File: src/eeprom_host_pkg.sv
// Constants, states and timing for the parallel EEPROM host controller.
// Assumes a 20 MHz clock and a byte-wide EEPROM with no clock pin.
//
// What this block does
// - Write needs select, strobe low, gate high
// - One to 256 byte loads form one page
// - Host keeps page address bits fixed per page
// - Host issues next strobe within 100 us

package eeprom_host_pkg;

    // ------------------------------------------------------------------
    // Bus geometry
    // ------------------------------------------------------------------
    localparam int ADDR_W     = 17;          // Address lines
    localparam int DATA_W     = 8;           // Data lines
    localparam int PAGE_LSB   = 8;           // Lowest page address bit
    localparam int NB_W       = 9;           // Byte-load counter width
    localparam int CNT_W      = 18;          // Elapsed counter width
    localparam int BIT_POLL   = 7;           // Complement status bit
    localparam int BIT_TOG    = 6;           // Alternating status bit
    localparam logic [NB_W-1:0] PAGE_BYTES = 9'h100;  // Page size
    localparam logic [NB_W-1:0] NB_ONE     = 9'h001;  // Count step

    // ------------------------------------------------------------------
    // Timing
    // ------------------------------------------------------------------
    localparam int CLK_NS       = 50;         // Clock period
    localparam int RD_ACC_NS    = 150;        // Read access allowance
    localparam int WE_LOW_NS    = 100;        // Write strobe low time
    localparam int PAGE_WIN_NS  = 100000;     // Byte load window
    localparam int WC_TMO_NS    = 10000000;   // Programming give-up
    // Least times round up, longest round down
    localparam logic [2:0] RD_ACC_CYC =
        3'((RD_ACC_NS + CLK_NS - 1) / CLK_NS);
    localparam logic [2:0] WE_LOW_CYC =
        3'((WE_LOW_NS + CLK_NS - 1) / CLK_NS);
    localparam logic [2:0] CYC_ONE    = 3'h1;
    localparam logic [CNT_W-1:0] PAGE_WIN_CYC =
        CNT_W'(PAGE_WIN_NS / CLK_NS);
    localparam logic [CNT_W-1:0] PAGE_MARGIN  = 18'h00008;
    localparam logic [CNT_W-1:0] PAGE_LIMIT_CYC = PAGE_WIN_CYC - PAGE_MARGIN;
    localparam logic [CNT_W-1:0] SETTLE_CYC   = PAGE_WIN_CYC + PAGE_MARGIN;
    localparam int WC_TMO_CYC = WC_TMO_NS / CLK_NS;

    // ------------------------------------------------------------------
    // Controller states
    // ------------------------------------------------------------------
    typedef enum logic [8:0] {
        ST_IDLE      = 9'h001,   // Deselected, waiting for a command
        ST_RD_ACC    = 9'h002,   // Plain read access
        ST_WR_SETUP  = 9'h004,   // Address and data set up
        ST_WR_PULSE  = 9'h008,   // Write strobe low
        ST_WR_HOLD   = 9'h010,   // Strobe high, data held
        ST_PAGE_OPEN = 9'h020,   // Page load window open
        ST_SETTLE    = 9'h040,   // Window lapsing, programming starts
        ST_POLL_ACC  = 9'h080,   // Status read access
        ST_POLL_GAP  = 9'h100    // Gate high between status reads
    } state_e;

endpackage

File: src/eeprom_host.sv
// Host controller driving a byte-wide parallel EEPROM through its pins.
// Assumes pin inputs synchronous to i_mclk and one device on the bus.
`timescale 1ns/1ps
`default_nettype none

module eeprom_host
    import eeprom_host_pkg::*;
#(
    parameter logic [eeprom_host_pkg::CNT_W-1:0] WC_TIMEOUT_CYC =
        eeprom_host_pkg::CNT_W'(eeprom_host_pkg::WC_TMO_CYC)
) (
    input  wire logic                              i_mclk,
    input  wire logic                              i_rst_n,
    // User command side
    input  wire logic                              i_cmd_valid,
    output logic                                   o_cmd_ready,
    input  wire logic                              i_cmd_write,
    input  wire logic                              i_cmd_last,
    input  wire logic [eeprom_host_pkg::ADDR_W-1:0] i_cmd_addr,
    input  wire logic [eeprom_host_pkg::DATA_W-1:0] i_cmd_data,
    output logic                                   o_rd_valid,
    output logic [eeprom_host_pkg::DATA_W-1:0]     o_rd_data,
    output logic                                   o_wr_done,
    output logic                                   o_wr_timeout,
    output logic                                   o_busy,
    // Device pins
    output logic                                   o_ce_n,
    output logic                                   o_oe_n,
    output logic                                   o_we_n,
    output logic [eeprom_host_pkg::ADDR_W-1:0]     o_addr,
    output logic [eeprom_host_pkg::DATA_W-1:0]     o_data_out,
    output logic                                   o_data_oe,
    input  wire logic [eeprom_host_pkg::DATA_W-1:0] i_data_in
);
    import eeprom_host_pkg::*;

    // ------------------------------------------------------------------
    // State
    // ------------------------------------------------------------------
    typedef struct packed {
        state_e              state;     // Sequencer state
        logic [2:0]          cyc;       // Cycles within a phase
        logic [NB_W-1:0]     nbytes;    // Bytes loaded in this page
        logic [ADDR_W-1:PAGE_LSB] page; // Page of the open load
        logic                last;      // Current byte closes the page
        logic                prev_b6;   // Bit six of previous status read
        logic                have_prev; // A previous status read exists
        logic                ce_n;      // Select pin
        logic                oe_n;      // Gate pin
        logic                we_n;      // Write strobe pin
        logic [ADDR_W-1:0]   addr;      // Address pins
        logic [DATA_W-1:0]   dout;      // Data driven on writes
        logic                doe;       // Data drive enable
        logic [DATA_W-1:0]   rd_data;   // Last read result
        logic                rd_valid;  // Read result pulse
        logic                wr_done;   // Programming finished pulse
        logic                wr_tmo;    // Programming give-up pulse
    } host_s;

    localparam host_s HOST_RST = '{
        state: ST_IDLE, cyc: '0, nbytes: '0, page: '0, last: 1'b0,
        prev_b6: 1'b0, have_prev: 1'b0, ce_n: 1'b1, oe_n: 1'b1,
        we_n: 1'b1, addr: '0, dout: '0, doe: 1'b0, rd_data: '0,
        rd_valid: 1'b0, wr_done: 1'b0, wr_tmo: 1'b0
    };

    host_s             st_r;        // Registered state
    host_s             st_nxt;      // Next state
    logic              win_clr;     // Restart window timer at strobe fall
    logic              tmo_clr;     // Restart programming timer
    logic [CNT_W-1:0]  win_cnt;     // Cycles since last strobe fall
    logic [CNT_W-1:0]  tmo_cnt;     // Cycles spent polling
    logic              page_ok;     // Next byte may extend the page
    logic              take;        // Command accepted this cycle

    // ------------------------------------------------------------------
    // Timers
    // ------------------------------------------------------------------
    // Time since the latest falling write strobe
    elapsed_ctr #(.W(CNT_W)) u_win_ctr (
        .i_mclk  (i_mclk),
        .i_rst_n (i_rst_n),
        .i_clear (win_clr),
        .o_count (win_cnt)
    );

    // Time spent waiting for programming to finish
    elapsed_ctr #(.W(CNT_W)) u_tmo_ctr (
        .i_mclk  (i_mclk),
        .i_rst_n (i_rst_n),
        .i_clear (tmo_clr),
        .o_count (tmo_cnt)
    );

    // ------------------------------------------------------------------
    // Command acceptance
    // ------------------------------------------------------------------
    // Extend only with same page, room left, and window time to spare
    assign page_ok = i_cmd_write
                  && (i_cmd_addr[ADDR_W-1:PAGE_LSB] == st_r.page)
                  && (st_r.nbytes < PAGE_BYTES)
                  && (win_cnt < PAGE_LIMIT_CYC);
    assign o_cmd_ready = (st_r.state == ST_IDLE)
                      || ((st_r.state == ST_PAGE_OPEN) && page_ok);
    assign take = i_cmd_valid && o_cmd_ready;

    // ------------------------------------------------------------------
    // Sequencer
    // ------------------------------------------------------------------
    always_comb begin
        st_nxt          = st_r;
        st_nxt.rd_valid = 1'b0;
        st_nxt.wr_done  = 1'b0;
        st_nxt.wr_tmo   = 1'b0;
        win_clr         = 1'b0;
        tmo_clr         = 1'b0;
        unique case (st_r.state)
            // Start a read or the first byte of a page
            ST_IDLE: begin
                if (take) begin
                    st_nxt.addr = i_cmd_addr;
                    st_nxt.cyc  = '0;
                    if (i_cmd_write) begin
                        st_nxt.dout   = i_cmd_data;
                        st_nxt.page   = i_cmd_addr[ADDR_W-1:PAGE_LSB];
                        st_nxt.nbytes = '0;
                        st_nxt.last   = i_cmd_last;
                        st_nxt.state  = ST_WR_SETUP;
                    end else begin
                        st_nxt.state  = ST_RD_ACC;
                    end
                end
            end
            // Hold select and gate low for the access time
            ST_RD_ACC: begin
                st_nxt.cyc = st_r.cyc + CYC_ONE;
                if (st_r.cyc == RD_ACC_CYC - CYC_ONE) begin
                    st_nxt.rd_data  = i_data_in;
                    st_nxt.rd_valid = 1'b1;
                    st_nxt.state    = ST_IDLE;
                end
            end
            // Address settled before the strobe falls
            ST_WR_SETUP: begin
                st_nxt.cyc   = '0;
                st_nxt.state = ST_WR_PULSE;
                win_clr      = 1'b1;
            end
            // Strobe low long enough to be taken as a write
            ST_WR_PULSE: begin
                st_nxt.cyc = st_r.cyc + CYC_ONE;
                if (st_r.cyc == WE_LOW_CYC - CYC_ONE) begin
                    st_nxt.state = ST_WR_HOLD;
                end
            end
            // Data held past the rising strobe, then count the byte
            ST_WR_HOLD: begin
                st_nxt.nbytes = st_r.nbytes + NB_ONE;
                if (st_r.last || (st_nxt.nbytes == PAGE_BYTES)) begin
                    st_nxt.state = ST_SETTLE;
                end else begin
                    st_nxt.state = ST_PAGE_OPEN;
                end
            end
            // Wait for another byte of the same page or let it lapse
            ST_PAGE_OPEN: begin
                if (take) begin
                    st_nxt.addr  = i_cmd_addr;
                    st_nxt.dout  = i_cmd_data;
                    st_nxt.last  = i_cmd_last;
                    st_nxt.state = ST_WR_SETUP;
                end else if (win_cnt >= PAGE_LIMIT_CYC) begin
                    st_nxt.state = ST_SETTLE;
                end
            end
            // Let the load window expire so programming has begun
            ST_SETTLE: begin
                if (win_cnt >= SETTLE_CYC) begin
                    st_nxt.cyc       = '0;
                    st_nxt.have_prev = 1'b0;
                    st_nxt.state     = ST_POLL_ACC;
                    tmo_clr          = 1'b1;
                end
            end
            // Read the last written byte and judge both status bits
            ST_POLL_ACC: begin
                st_nxt.cyc = st_r.cyc + CYC_ONE;
                if (st_r.cyc == RD_ACC_CYC - CYC_ONE) begin
                    st_nxt.prev_b6   = i_data_in[BIT_TOG];
                    st_nxt.have_prev = 1'b1;
                    // Bit six steady and bit seven true means finished;
                    // a refused protected write ends here only if its bit seven matches the stored byte
                    if (st_r.have_prev
                        && (i_data_in[BIT_TOG] == st_r.prev_b6)
                        && (i_data_in[BIT_POLL] ==
                            st_r.dout[BIT_POLL])) begin
                        st_nxt.rd_data = i_data_in;
                        st_nxt.wr_done = 1'b1;
                        st_nxt.state   = ST_IDLE;
                    end else if (tmo_cnt >= WC_TIMEOUT_CYC) begin
                        st_nxt.wr_tmo  = 1'b1;
                        st_nxt.state   = ST_IDLE;
                    end else begin
                        st_nxt.state   = ST_POLL_GAP;
                    end
                end
            end
            // Gate high so the next status read is a fresh read
            ST_POLL_GAP: begin
                st_nxt.cyc   = '0;
                st_nxt.state = ST_POLL_ACC;
            end
            default: begin
                st_nxt.state = ST_IDLE;
            end
        endcase

        // Pins follow the next state so they change on one edge
        st_nxt.ce_n = !(st_nxt.state inside {ST_RD_ACC, ST_POLL_ACC,
                       ST_WR_SETUP, ST_WR_PULSE, ST_WR_HOLD});
        st_nxt.oe_n = !(st_nxt.state inside {ST_RD_ACC,
                       ST_POLL_ACC});
        st_nxt.we_n = (st_nxt.state != ST_WR_PULSE);
        st_nxt.doe  = st_nxt.state inside {ST_WR_SETUP, ST_WR_PULSE,
                       ST_WR_HOLD};
    end

    // Register the whole state
    always_ff @(posedge i_mclk or negedge i_rst_n) begin
        if (!i_rst_n) begin
            st_r <= HOST_RST;
        end else begin
            st_r <= st_nxt;
        end
    end

    // ------------------------------------------------------------------
    // Outputs
    // ------------------------------------------------------------------
    assign o_ce_n       = st_r.ce_n;
    assign o_oe_n       = st_r.oe_n;
    assign o_we_n       = st_r.we_n;
    assign o_addr       = st_r.addr;
    assign o_data_out   = st_r.dout;
    assign o_data_oe    = st_r.doe;
    assign o_rd_data    = st_r.rd_data;
    assign o_rd_valid   = st_r.rd_valid;
    assign o_wr_done    = st_r.wr_done;
    assign o_wr_timeout = st_r.wr_tmo;
    assign o_busy       = (st_r.state != ST_IDLE);

    // ------------------------------------------------------------------
    // Checks
    // ------------------------------------------------------------------
    write_combo_a: assert property (@(posedge i_mclk) disable iff (!i_rst_n)
        !o_we_n |-> (!o_ce_n && o_oe_n))
        else $error("strobe low without select low and gate high");

    no_contend_a: assert property (@(posedge i_mclk) disable iff (!i_rst_n)
        o_data_oe |-> (o_oe_n && !o_ce_n))
        else $error("host drives data while device may drive");

    strobe_width_a: assert property (@(posedge i_mclk)
        disable iff (!i_rst_n)
        $fell(o_we_n) |-> !o_we_n ##1 !o_we_n ##1 o_we_n)
        else $error("write strobe not two cycles low");

    page_same_a: assert property (@(posedge i_mclk) disable iff (!i_rst_n)
        ($fell(o_we_n) && (st_r.nbytes != '0))
        |-> (o_addr[ADDR_W-1:PAGE_LSB] == st_r.page))
        else $error("page address changed within a page load");

    page_gap_a: assert property (@(posedge i_mclk) disable iff (!i_rst_n)
        ($rose(win_clr) && (st_r.nbytes != '0))
        |-> (win_cnt < PAGE_WIN_CYC))
        else $error("next strobe fall too late for the page");

    page_max_a: assert property (@(posedge i_mclk) disable iff (!i_rst_n)
        (st_r.state == ST_WR_HOLD) && (st_r.nbytes == PAGE_BYTES - NB_ONE)
        |=> (st_r.state == ST_SETTLE))
        else $error("page load ran past its size");

    read_len_a: assert property (@(posedge i_mclk) disable iff (!i_rst_n)
        $fell(o_oe_n) |-> (!o_oe_n)[*3] ##1 o_oe_n)
        else $error("read gate not three cycles low");

    poll_late_a: assert property (@(posedge i_mclk) disable iff (!i_rst_n)
        (st_r.state == ST_SETTLE) ##1 (st_r.state == ST_POLL_ACC)
        |-> (win_cnt > PAGE_WIN_CYC))
        else $error("status polling began inside the load window");

    done_read_a: assert property (@(posedge i_mclk) disable iff (!i_rst_n)
        o_wr_done |-> (o_rd_data[BIT_POLL] == o_data_out[BIT_POLL]))
        else $error("finish reported with bit seven not true");

endmodule

`default_nettype wire

File: src/elapsed_ctr.sv
// Saturating elapsed-cycle counter with synchronous clear.
// Assumes one clock and an asynchronous active-low reset.
`timescale 1ns/1ps
`default_nettype none

module elapsed_ctr #(
    parameter int W = 18
) (
    input  wire logic         i_mclk,
    input  wire logic         i_rst_n,
    input  wire logic         i_clear,
    output logic [W-1:0]      o_count
);

    // ------------------------------------------------------------------
    // State
    // ------------------------------------------------------------------
    typedef struct packed {
        logic [W-1:0] count;     // Cycles since last clear
    } ctr_s;

    ctr_s ctr_r;                 // Registered state
    ctr_s ctr_nxt;               // Next state

    // Count up, hold at all ones, restart on clear
    always_comb begin
        ctr_nxt = ctr_r;
        if (i_clear) begin
            ctr_nxt.count = '0;
        end else if (ctr_r.count != '1) begin
            ctr_nxt.count = ctr_r.count + W'(1);
        end
    end

    // Register the state
    always_ff @(posedge i_mclk or negedge i_rst_n) begin
        if (!i_rst_n) begin
            ctr_r <= '0;
        end else begin
            ctr_r <= ctr_nxt;
        end
    end

    assign o_count = ctr_r.count;

    // Clear lands as zero on the next edge
    clear_zero_a: assert property (@(posedge i_mclk) disable iff (!i_rst_n)
        i_clear |=> (o_count == '0))
        else $error("counter did not clear");

endmodule

`default_nettype wire

File: config.mk
export PLATFORM = sky130hd
export DESIGN_NAME = eeprom_host
export DESIGN_NICKNAME = d
export VERILOG_FILES = /design/src/eeprom_host_pkg.sv /design/src/eeprom_host.sv /design/src/elapsed_ctr.sv
export SDC_FILE = /design/constraint.sdc
export NUM_CORES = 1
export LEC_CHECK = 0
export ABC_AREA = 1
export ABC_CLOCK_PERIOD_IN_PS = 3000
export CAP_MARGIN = 20
export CORE_UTILIZATION = 45
export CTS_BUF_LIST = sky130_fd_sc_hd__clkbuf_8
export CTS_CLUSTER_DIAMETER = 150
export DETAILED_ROUTE_END_ITERATION = 10
export DONT_BUFFER_PORTS = 1
export GPL_TIMING_DRIVEN = 0
export PLACE_DENSITY = 0.59
export SLEW_MARGIN = 20
export SYNTH_ARGS = -nofsm -noshare
export SYNTH_HDL_FRONTEND = slang
export SYNTH_SLANG_ARGS = --single-unit
File: constraint.sdc
create_clock -name i_mclk -period 3 [get_ports i_mclk]
set_clock_uncertainty 0.1 [all_clocks]
set_input_delay 0 -clock i_mclk [delete_from_list [all_inputs] [get_ports i_mclk]]
set_output_delay 0 -clock i_mclk [all_outputs]
set_load 0.02 [all_outputs]
==> metrics.md, run 1 <==
| Metric | Value |
|---|---|
| Total number of vias | `5,007` |
| PortBufs | `0` |
| Setup crit start kind | `register` |
| Slew headroom | `64.8%` |
| Post-synthesis cell type count | `40` |
| Worst reg2reg setup slack | `410 ps` |
| Synth top area cells | `dfrtp_1 (45%), nand2_1 (14%), nand3_1 (7.2%), inv_1 (5.2%), buf_4 (4.6%)` |
| # IOs | `80` |
| Final setup viols | `0` |
| WP depth | `10` |
| Row cnt | `41` |
| CTS tree | `built` |
| Area growth syn-to-layout | `18.2%` |
| Starting DRT DRC Count | `356` |
| Fill cells | `1,188` |
| Post-synth ARST share | `100%` |
| Syn Area/Cell | `7.79 µm²` |
| Critical path's largest stage delay | `580 ps` |
| Clk Tree Root Cell | `clkbuf_8` |
| Crit Path Class | `register to register` |
| Worst path bufs/invs | `3` |
| GR Overflow Total | `0` |
| Primary FF master, synth | `dfrtp_1` |
| Worst r2r src | `st_r[70]$_DFF_PN0_` |
| DIE HEIGHT | `116 µm` |
| DRT antenna net count | `0` |
| Vias in the first global route | `4,857` |
| GRT Resource Usage Total | `20.7%` |
| Cell mode on critical path | `nand2_1` |
| # Max-Cap Violations | `0` |
| Worst EP required | `3230 ps` |
| Worst-path cell chain | `nor2_2 -> nand2_1 -> nor2_1 -> nand2_1 -> nand2_2 -> buf_6 -> buf_4 -> nand3_1 -> dlygate4sd3_1 -> nand2_1` |
| Cell taking the most area after synthesis | `dfrtp_1` |
| Avg WL per Cell | `13.3 µm` |
| Multi-input logic area | `0.00249 mm²` |
| Area fraction of the dominant cell type after synthesis | `44.6%` |
| H-Tree Depth | `3` |
| Ant diodes | `0` |
| Reg2reg path depth | `10` |
| Gpl congestion | `0.902` |
| Top cells by count, synth | `nand2_1 (215), dfrtp_1 (105), nand3_1 (85)` |
| RR Endpoint | `o_addr[11]$_DFFE_PN0P_` |
| Register area | `0.00273 mm²` |
| Final period utilization | `86.5%` |
| Slew of the pin with the lowest slew margin | `527 ps` |
| Cell with the most instances after synthesis | `nand2_1` |
| Leakage power | `3.57 nW` |
| CTS Buffer Depth | `2` |
| Worst-Skew Late Latency | `390 ps` |
| Worst setup EP type | `register` |
| First-pass DRT Iterations | `5` |
| Pin count of the biggest net entering global routing | `110` |
| Cells after Synth | `756` |
| Layout Utilization | `54.9%` |
| Status | `finished clean` |
| Clk sinks | `109` |
| Arr. time, crit path | `2820 ps` |
| Reg clk slew, reported paths | `110 ps` |
| Fmax | `386 MHz` |
| Layout cell share with drive strength beyond 1 | `11.2%` |
| Starting Density | `46.5%` |
| Flops & latches, synth | `109` |
| Die W | `116 µm` |
| Final Hold Fails | `0` |
| Initial antenna violation count | `0` |
| Core footprint | `0.0127 mm²` |
| RSZ-0062 raised after global routing | `false` |
| Total power draw | `4.97 mW` |
| Ys Warns | `0` |
| Pwr/cell area | `714 mW/mm²` |
| Number of flops mapped to enable cells by yosys | `0` |
| VDD IR-drop max | `0.335 mV` |
| WL final | `13,300 µm` |
| WHS | `119 ps` |
| First-pass GRT wire length | `22,000 µm` |
| Top Family by Delay on Critical Path | `simple AND/OR/NAND/NOR gates` |
| DRC | `0` |
| Num CTS Buffers | `9` |
| Mapped Area | `0.00589 mm²` |
| Syn nets | `803` |
| Final net count | `874` |
| Setup tns final | `0 ps` |
| Worst Path Max Fanout | `10` |
| Final min period | `2590 ps` |
| Die area | `0.0135 mm²` |
| Post-DP HPWL | `9090 µm` |
| HP Class | `input pin to async pin` |
| Average via count per standard cell | `4.99` |
| Slew Limit Fails | `0` |
| Sequential cell area fraction in the yosys report | `46.4%` |
| Crit-path slowest cell | `dlygate4sd3_1` |
## cell usage in the layout (no fill, tap or decap), types with 14 or more instances in the layout
cell	instances
xor2_1	15
dlygate4sd3_1	59
buf_4	36
nor2_1	67
o21ai_0	28
dfrtp_1	105
inv_1	83
nand2_1	215
nand3_1	85
nor3_1	14
## routing by layer
metal  track usage [%]  part of all wire, %  vias up
met1              26.2                   45     2389
met3              5.92                  5.0       12
met4              5.13                 0.88        0
met5                 0                    0        -
li1                  -                    -     2498
met2              34.9                   49      108
## power breakdown
group	switching [mW]	internal (mW)
registers	0.273	1.82
logic	1.06	0.769
clock network	0.507	0.551
## layout make-up
class                   count  share of cell area, %
flip-flops and latches    109                   39.3
multi-input cells         512                   35.8
repair buffers             60                   8.88
inverters                  90                   4.85
plain buffers              45                   4.66
well taps                 172                   3.09
clock buffers               9                   1.78
clock inverters             7                   1.65
## state kept, by name (all words and copies together), names as in the netlist, 8 cells and up
register,cells
u_tmo_ctr.o_count,18
st_r,33
u_win_ctr.o_count,18
o_data_out,8
o_addr,17
o_rd_data,8
## through the flow
| stage | instance area (µm²) | setup slack (ps) | cells |
|---|---|---|---|
| finish | 6960 | 406 | 1004 |
| global route | 6960 | 240 | 1004 |
| CTS | 6960 | 440 | 1004 |
| detailed placement | 6100 | 877 | 928 |
| global placement | 6100 | 913 | 928 |
| floorplan | 5890 | 1280 | 756 |
## kinds of logic (layout without fill, tap and decap cells)
logic type                 Yosys count  after routing  share of synthesized area [%]
AOI/OAI and AO/OA                   60             60                           5.53
xor gates and xnor gates            22             22                           3.27
adders and majority gates            9              9                           1.91
buffers and inverters              135            211                           11.2
DFF                                109            109                           46.4
muxes                                2              2                          0.383
and+or+nand+nor                    419            419                           31.2
## worst max-delay path by stage
stage,start,end
detailed placement,u_win_ctr.o_count[0]$_DFFE_PN0P_,u_win_ctr.o_count[6]$_DFFE_PN0P_
global route,st_r[68]$_DFF_PN0_,o_addr[10]$_DFFE_PN0P_
floorplan,st_r[70]$_DFF_PN0_,o_data_out[7]$_DFFE_PN0P_
finish,st_r[70]$_DFF_PN0_,o_addr[11]$_DFFE_PN0P_
CTS,st_r[70]$_DFF_PN0_,o_addr[11]$_DFFE_PN0P_
global placement,u_win_ctr.o_count[0]$_DFFE_PN0P_,u_win_ctr.o_count[6]$_DFFE_PN0P_
## repair_timing
action / CTS / global route
endpoints found under the setup margin: 0 / 0
hold buffers: 60 / 0
gates resized for setup: 0 / 0
buffers inserted: 0 / 0
hold endpoints to repair: 164 / 0
(Power assumes the default switching activity.)
==> inputs of run 2 (changes only) <==
ABC_AREA = unset   (was 1)
==> run 2 against run 1 <==
Effect of this change: synthesized area shrank 1.9%; sequential share of layout area grew 2.3 points; critical path depth shrank 3; non-clock buffer count shrank 16; largest power group unchanged.
==> metrics.md, run 2 <==
| Metric | Value |
|---|---|
| # Max-Cap Violations | `0` |
| GRT Resource Usage Total | `18.7%` |
| Cells after Synth | `562` |
| Top cells by count, synth | `dfrtp_1 (105), nor2_1 (56), nand2_1 (48)` |
| Logic pwr share | `38.5%` |
| Status | `finished clean` |
| First-pass DRT Iterations | `4` |
| Ant diodes | `0` |
| H-Tree Depth | `3` |
| Total number of vias | `4,134` |
| DIE HEIGHT | `115 µm` |
| DRC | `0` |
| Starting DRT DRC Count | `195` |
| Fill cells | `1,132` |
| Reg2reg path depth | `7` |
| Worst reg2reg setup slack | `300 ps` |
| WL final | `11,400 µm` |
| Gates resized, CTS repair | `0` |
| Sequential cell area fraction in the yosys report | `47.3%` |
| Vias in the first global route | `4,006` |
| Final cell count without fillers | `788` |
| Mapped Area | `0.00578 mm²` |
| Core footprint | `0.0126 mm²` |
| Clk sinks | `109` |
| # IOs | `80` |
| GR Overflow Total | `0` |
| Initial antenna violation count | `0` |
| Die W | `115 µm` |
| Syn Area/Cell | `10.3 µm²` |
| First-pass GRT wire length | `19,300 µm` |
| Max FFs per register | `33` |
| Most common cell after layout, fill and taps aside | `dfrtp_1` |
| WHS | `80.3 ps` |
| Slew headroom | `31.1%` |
| Starting Density | `46.0%` |
| Num CTS Buffers | `9` |
| Syn nets | `609` |
| PortBufs | `0` |
| Average via count per standard cell | `5.25` |
| Reg power frac | `44.5%` |
| RR Endpoint | `o_addr[13]$_DFFE_PN0P_` |
| Slew Limit Fails | `0` |
| Leakage power | `2.84 nW` |
| Final min period | `2700 ps` |
| Gpl congestion | `0.852` |
| Row cnt | `41` |
| Post-synthesis cell type count | `68` |
| Most frequent cells in the layout | `dfrtp_1 (105), nor2_1 (56), nand2_1 (48)` |
| Dpl cells | `734` |
| Setup tns final | `0 ps` |
| CTS tree | `built` |
| Switching power | `1.76 mW` |
| Post-DP HPWL | `7900 µm` |
| Arr. time, crit path | `2870 ps` |
| Largest Register | `st_r` |
| Total power draw | `4.80 mW` |
| Cell taking the most area after synthesis | `dfrtp_1` |
| Worst r2r src | `u_win_ctr.o_count[12]$_DFFE_PN0P_` |
| Synth top area cells | `dfrtp_1 (45%), mux2_2 (5.1%), xnor2_1 (4.9%), buf_4 (4.4%), nor2_1 (3.6%)` |
| CTS Buffer Depth | `2` |
| Avg WL per Cell | `14.4 µm` |
| VDD IR-drop max | `0.734 mV` |
| HP Class | `input pin to async pin` |
| Final setup viols | `0` |
| Worst-Skew Late Latency | `390 ps` |
| Final Instance Area | `0.00657 mm²` |
| Cell with the most instances after synthesis | `dfrtp_1` |
| Setup crit start kind | `register` |
| Switching share of power | `36.6%` |
| Crit Path Class | `register to register` |
| Final net count | `658` |
| Final Hold Fails | `0` |
| Worst Path Max Fanout | `10` |
| Pwr/cell area | `730 mW/mm²` |
| Reg clk slew, reported paths | `100 ps` |
| Post-CTS setup repair buffer count | `0` |
| Cell internal pwr | `3.04 mW` |
| Post-synth ARST share | `100%` |
| Pin count of the biggest net entering global routing | `110` |
| DRT antenna net count | `0` |
| Layout cell share with drive strength beyond 1 | `18.7%` |
| RSZ-0062 raised after global routing | `false` |
| Primary FF master, synth | `dfrtp_1` |
| Clk Tree Root Cell | `clkbuf_8` |
| Fmax | `370 MHz` |
| Area fraction of the dominant cell type after synthesis | `45.5%` |
| Number of flops mapped to enable cells by yosys | `0` |
| Ys Warns | `0` |
| Final period utilization | `90.1%` |
| Worst EP required | `3170 ps` |
| Worst setup EP type | `register` |
| Die area | `0.0133 mm²` |
| Slew of the pin with the lowest slew margin | `1030 ps` |
| Clock share of power | `17.0%` |
| Flops & latches, synth | `109` |
| Area growth syn-to-layout | `13.7%` |
| Placed cell area | `0.00599 mm²` |
run 2: changes by cell type in the layout (fill, tap and decap cells not counted), moves of 9 or more:
| cell | before | now |
|---|---|---|
| nand2_1 | 215 | 48 |
| nand3_1 | 85 | 16 |
| inv_1 | 83 | 19 |
| xnor2_1 | 7 | 32 |
| mux2_2 | 2 | 26 |
| dlygate4sd3_1 | 59 | 37 |
| nor2_1 | 67 | 56 |
| mux2_4 | 0 | 10 |
| o21ai_1 | 12 | 2 |
| nor4_1 | 1 | 10 |
run 2: how the worst max path moves through the flow:
stage                                           start                      to  slack, ps
detailed placement  u_win_ctr.o_count[12]$_DFFE_PN0P_   o_addr[9]$_DFFE_PN0P_        300
finish              u_win_ctr.o_count[12]$_DFFE_PN0P_  o_addr[13]$_DFFE_PN0P_        300
CTS                 u_win_ctr.o_count[12]$_DFFE_PN0P_  o_addr[13]$_DFFE_PN0P_        290
global route        u_win_ctr.o_count[12]$_DFFE_PN0P_  o_addr[13]$_DFFE_PN0P_        190
floorplan                          st_r[72]$_DFF_PN0_  o_addr[10]$_DFFE_PN0P_        750
global placement    u_win_ctr.o_count[12]$_DFFE_PN0P_  o_addr[13]$_DFFE_PN0P_        360
run 2: what timing repair did:
action / in CTS / in global routing
hold buffers: 38 / 0
hold endpoints to repair: 162 / 0
endpoints found under the setup margin: 0 / 0
run 2: power groups by stage:
stage / Sequential (mW) / Clock (mW) / Combinational [mW]
detailed placement: 2.15 / 0 / 1.78
global route: 2.18 / 0.907 / 2.03
finish: 2.13 / 0.813 / 1.85
CTS: 2.13 / 0.859 / 1.86
floorplan: 2.08 / 0 / 1.56
global placement: 2.14 / 0 / 1.75
run 2: per-layer routing:
| metal | up-vias | GRT usage [%] | wire length [µm] |
|---|---|---|---|
| met5 | - | 0 | 0 |
| met4 | 0 | 5.63 | 150 |
| met3 | 14 | 6.17 | 539 |
| met2 | 86 | 29.1 | 5180 |
| met1 | 2000 | 24.7 | 5490 |
| li1 | 2034 | - | - |
run 2: layout make-up:
| type | count | area (µm²) | area share, % |
|---|---|---|---|
| clock buffer | 9 | 124 | 1.89 |
| buffer | 51 | 349 | 5.32 |
| inverter | 18 | 67.6 | 1.03 |
| multi-input combinational | 384 | 2630 | 40.0 |
| clock inverter | 7 | 53.8 | 0.819 |
| timing repair buffer | 38 | 398 | 6.06 |
| sequential | 109 | 2730 | 41.6 |
| tap | 172 | 215 | 3.28 |
run 2: worst max-delay path, stage by stage, from the launching register on:
cell      delay (ps)
dfrtp_1          450
nor4_1           480
o311ai_1         280
or2_4            320
o21ai_4          320
nand2_4          160
buf_12           190
mux2_4           290
run 2: through the flow:
step                      utilization, %  setup WS, ps
after CTS                           52.2           292
after global placement              47.7           360
after global routing                52.2           191
after floorplan                        -           751
after detailed placement            47.7           300
final                               52.2           298
run 2: cells by family (layout without fill, tap and decap cells):
kind of cell               Yosys count  after routing  share of synthesized area, %
AOI/OAI and AO/OA                   78             78                          8.54
xor gates and xnor gates            42             42                          6.37
adders and majority gates            9              9                          1.95
buffers and inverters               69            123                          7.21
DFF                                109            109                          47.3
muxes                               37             37                          7.84
and+or+nand+nor                    218            218                          20.8
==> inputs of run 3 (changes only) <==
PLACE_DENSITY = 0.6   (was 0.59)
==> run 3 against run 2 <==
Effect of this change: wire length rose by 4.3%; clock power increased by 8.9%; flip-flop and latch count is the same; total power increased by 1.9%; die area unchanged; non-clock buffer count stayed put; sequential share of layout area shrank 0.079 points; count of clock-buffer cells in the layout stayed put; worst hold slack lost 6.7 ps; register-to-register slack better by 97 ps.
==> metrics.md, run 3 (synthesis gave the netlist of run 2 again) <==
| Metric | Value |
|---|---|
| GR Overflow Total | `0` |
| Pwr/cell area | `743 mW/mm²` |
| H-Tree Depth | `3` |
| Slew headroom | `33.2%` |
| Starting DRT DRC Count | `249` |
| Final setup viols | `0` |
| Vias in the first global route | `4,151` |
| Total number of vias | `4,199` |
| Average via count per standard cell | `5.33` |
| Leakage power | `2.86 nW` |
| HP Class | `input pin to async pin` |
| Post-CTS setup repair buffer count | `0` |
| PortBufs | `0` |
| Slew Limit Fails | `0` |
| GR Util met3 | `6.11%` |
| Arr. time, crit path | `2780 ps` |
| Final Instance Area | `0.00658 mm²` |
| Largest Register | `st_r` |
| Ant diodes | `0` |
| Worst Path Max Fanout | `10` |
| Worst setup EP type | `register` |
| Max FFs per register | `33` |
| DIE HEIGHT | `115 µm` |
| Status | `finished clean` |
| Pin count of the biggest net entering global routing | `110` |
| Area growth syn-to-layout | `13.9%` |
| Final cell count without fillers | `788` |
| First-pass GRT wire length | `19,900 µm` |
| # IOs | `80` |
| Critical path's largest stage delay | `440 ps` |
| DRT antenna net count | `0` |
| Logic pwr share | `38.2%` |
| WL final | `11,800 µm` |
| Dpl cells | `734` |
| Gpl congestion | `0.831` |
| GRT Max-Usage Layer | `met2` |
| CTS Buffer Depth | `2` |
| CP Launch Point | `u_win_ctr.o_count[12]$_DFFE_PN0P_` |
| Clk sinks | `109` |
| Grt met1 use | `24.8%` |
| Layout cell share with drive strength beyond 1 | `18.7%` |
| Final min period | `2600 ps` |
| Slew of the pin with the lowest slew margin | `999 ps` |
| Crit-path slowest cell | `dfrtp_1` |
| Most frequent cells in the layout | `dfrtp_1 (105), nor2_1 (56), nand2_1 (48)` |
| Final period utilization | `86.8%` |
| First-pass DRT Iterations | `5` |
| Row cnt | `41` |
| Final net count | `658` |
| Switching share of power | `36.2%` |
| Reg clk slew, reported paths | `100 ps` |
| Avg WL per Cell | `15.0 µm` |
| PnR worst setup slack | `396 ps` |
| DRC | `0` |
| Worst EP required | `3180 ps` |
| # Max-Cap Violations | `0` |
| Starting Density | `46.0%` |
| Die W | `115 µm` |
| RSZ-0062 raised after global routing | `false` |
| Setup tns final | `0 ps` |
| Fill cells | `1,153` |
| Reg power frac | `43.7%` |
| Setup crit start kind | `register` |
| Worst r2r src | `u_win_ctr.o_count[12]$_DFFE_PN0P_` |
| Worst-path cell chain | `nor4_1 -> o311ai_1 -> or2_4 -> o21ai_4 -> nand2_4 -> buf_12 -> mux2_4` |
| Switching power | `1.77 mW` |
| Most common cell after layout, fill and taps aside | `dfrtp_1` |
| Num CTS Buffers | `9` |
| Die area | `0.0133 mm²` |
| Placed cell area | `0.00599 mm²` |
| Clock share of power | `18.1%` |
| GR Util met2 | `31.9%` |
| GRT Resource Usage Total | `19.4%` |
| Initial antenna violation count | `0` |
| Cell internal pwr | `3.12 mW` |
| Final Hold Fails | `0` |
| CTS tree | `built` |
| Fmax | `384 MHz` |
| Place WS | `370 ps` |
| Core footprint | `0.0126 mm²` |
| Clk Tree Root Cell | `clkbuf_8` |
| Worst-Skew Late Latency | `390 ps` |
| VDD IR-drop max | `0.570 mV` |
| Crit Path Class | `register to register` |
| Post-DP HPWL | `7990 µm` |
run 3: changes by cell type in the layout (fill, tap and decap cells not counted), sizes merged:
cell	before	now
clkinvlp	2	0
bufinv	0	1
inv	19	20
run 3: metal layers:
layer | up-vias | wire length [µm]
met5 | - | 0
met4 | 0 | 116
met3 | 11 | 634
met2 | 108 | 5600
met1 | 2045 | 5500
li1 | 2035 | -
run 3: area by class of cell:
type	count	area (µm²)	area share, %
Timing Repair Buffer	38	398	6.05
Clock inverter	7	66.3	1.01
Buffer	51	349	5.31
Sequential cell	109	2730	41.5
Inverter	18	67.6	1.03
Clock buffer	9	124	1.88
Multi-Input combinational cell	384	2630	39.9
Tap cell	172	215	3.27
run 3: worst max-delay path, delay by kind of cell (launching register included):
family,cells,cell delay [ps]
and+or+nand+nor,3,890
AOI/OAI and AO/OA,2,570
muxes,1,300
buffers and inverters,1,190
DFF,1,440
run 3: per-stage QoR:
step	total power [mW]	utilization [%]	hold WS [ps]
3_3_place_gp	3.90	47.7	-393
5_1_grt	5.21	52.3	139
2_1_floorplan	3.64	-	-396
4_1_cts	4.94	52.3	107
6_report	4.89	52.3	73.5
3_5_place_dp	3.94	47.7	-393
run 3: what timing repair did:
action | 4_1_cts | 5_1_grt
hold endpoints to repair | 162 | 0
hold buffers | 38 | 0
resized for setup | 0 | 0
run 3: final timing paths:
check / endpoint / slack, ps / cells after the start
worst max register to register: o_addr[9]$_DFFE_PN0P_ / 400 / 7
worst max-delay path: o_addr[9]$_DFFE_PN0P_ / 400 / 7
min in group i_mclk: st_r[66]$_DFF_PN0_ / 170 / 5
max in group asynchronous: o_we_n$_DFF_PN1_ / 2260 / 2
worst min-delay path: o_rd_data[3]$_DFFE_PN0P_ / 70 / 2
worst min register to register: o_rd_data[6]$_DFFE_PN0P_ / 400 / 2
run 3: power groups by stage:
stage / combinational, mW / sequential [mW] / clock, mW
6_report: 1.87 / 2.14 / 0.885
5_1_grt: 2.04 / 2.18 / 0.987
4_1_cts: 1.87 / 2.13 / 0.932
3_5_place_dp: 1.79 / 2.15 / 0
3_3_place_gp: 1.76 / 2.14 / 0
2_1_floorplan: 1.56 / 2.08 / 0
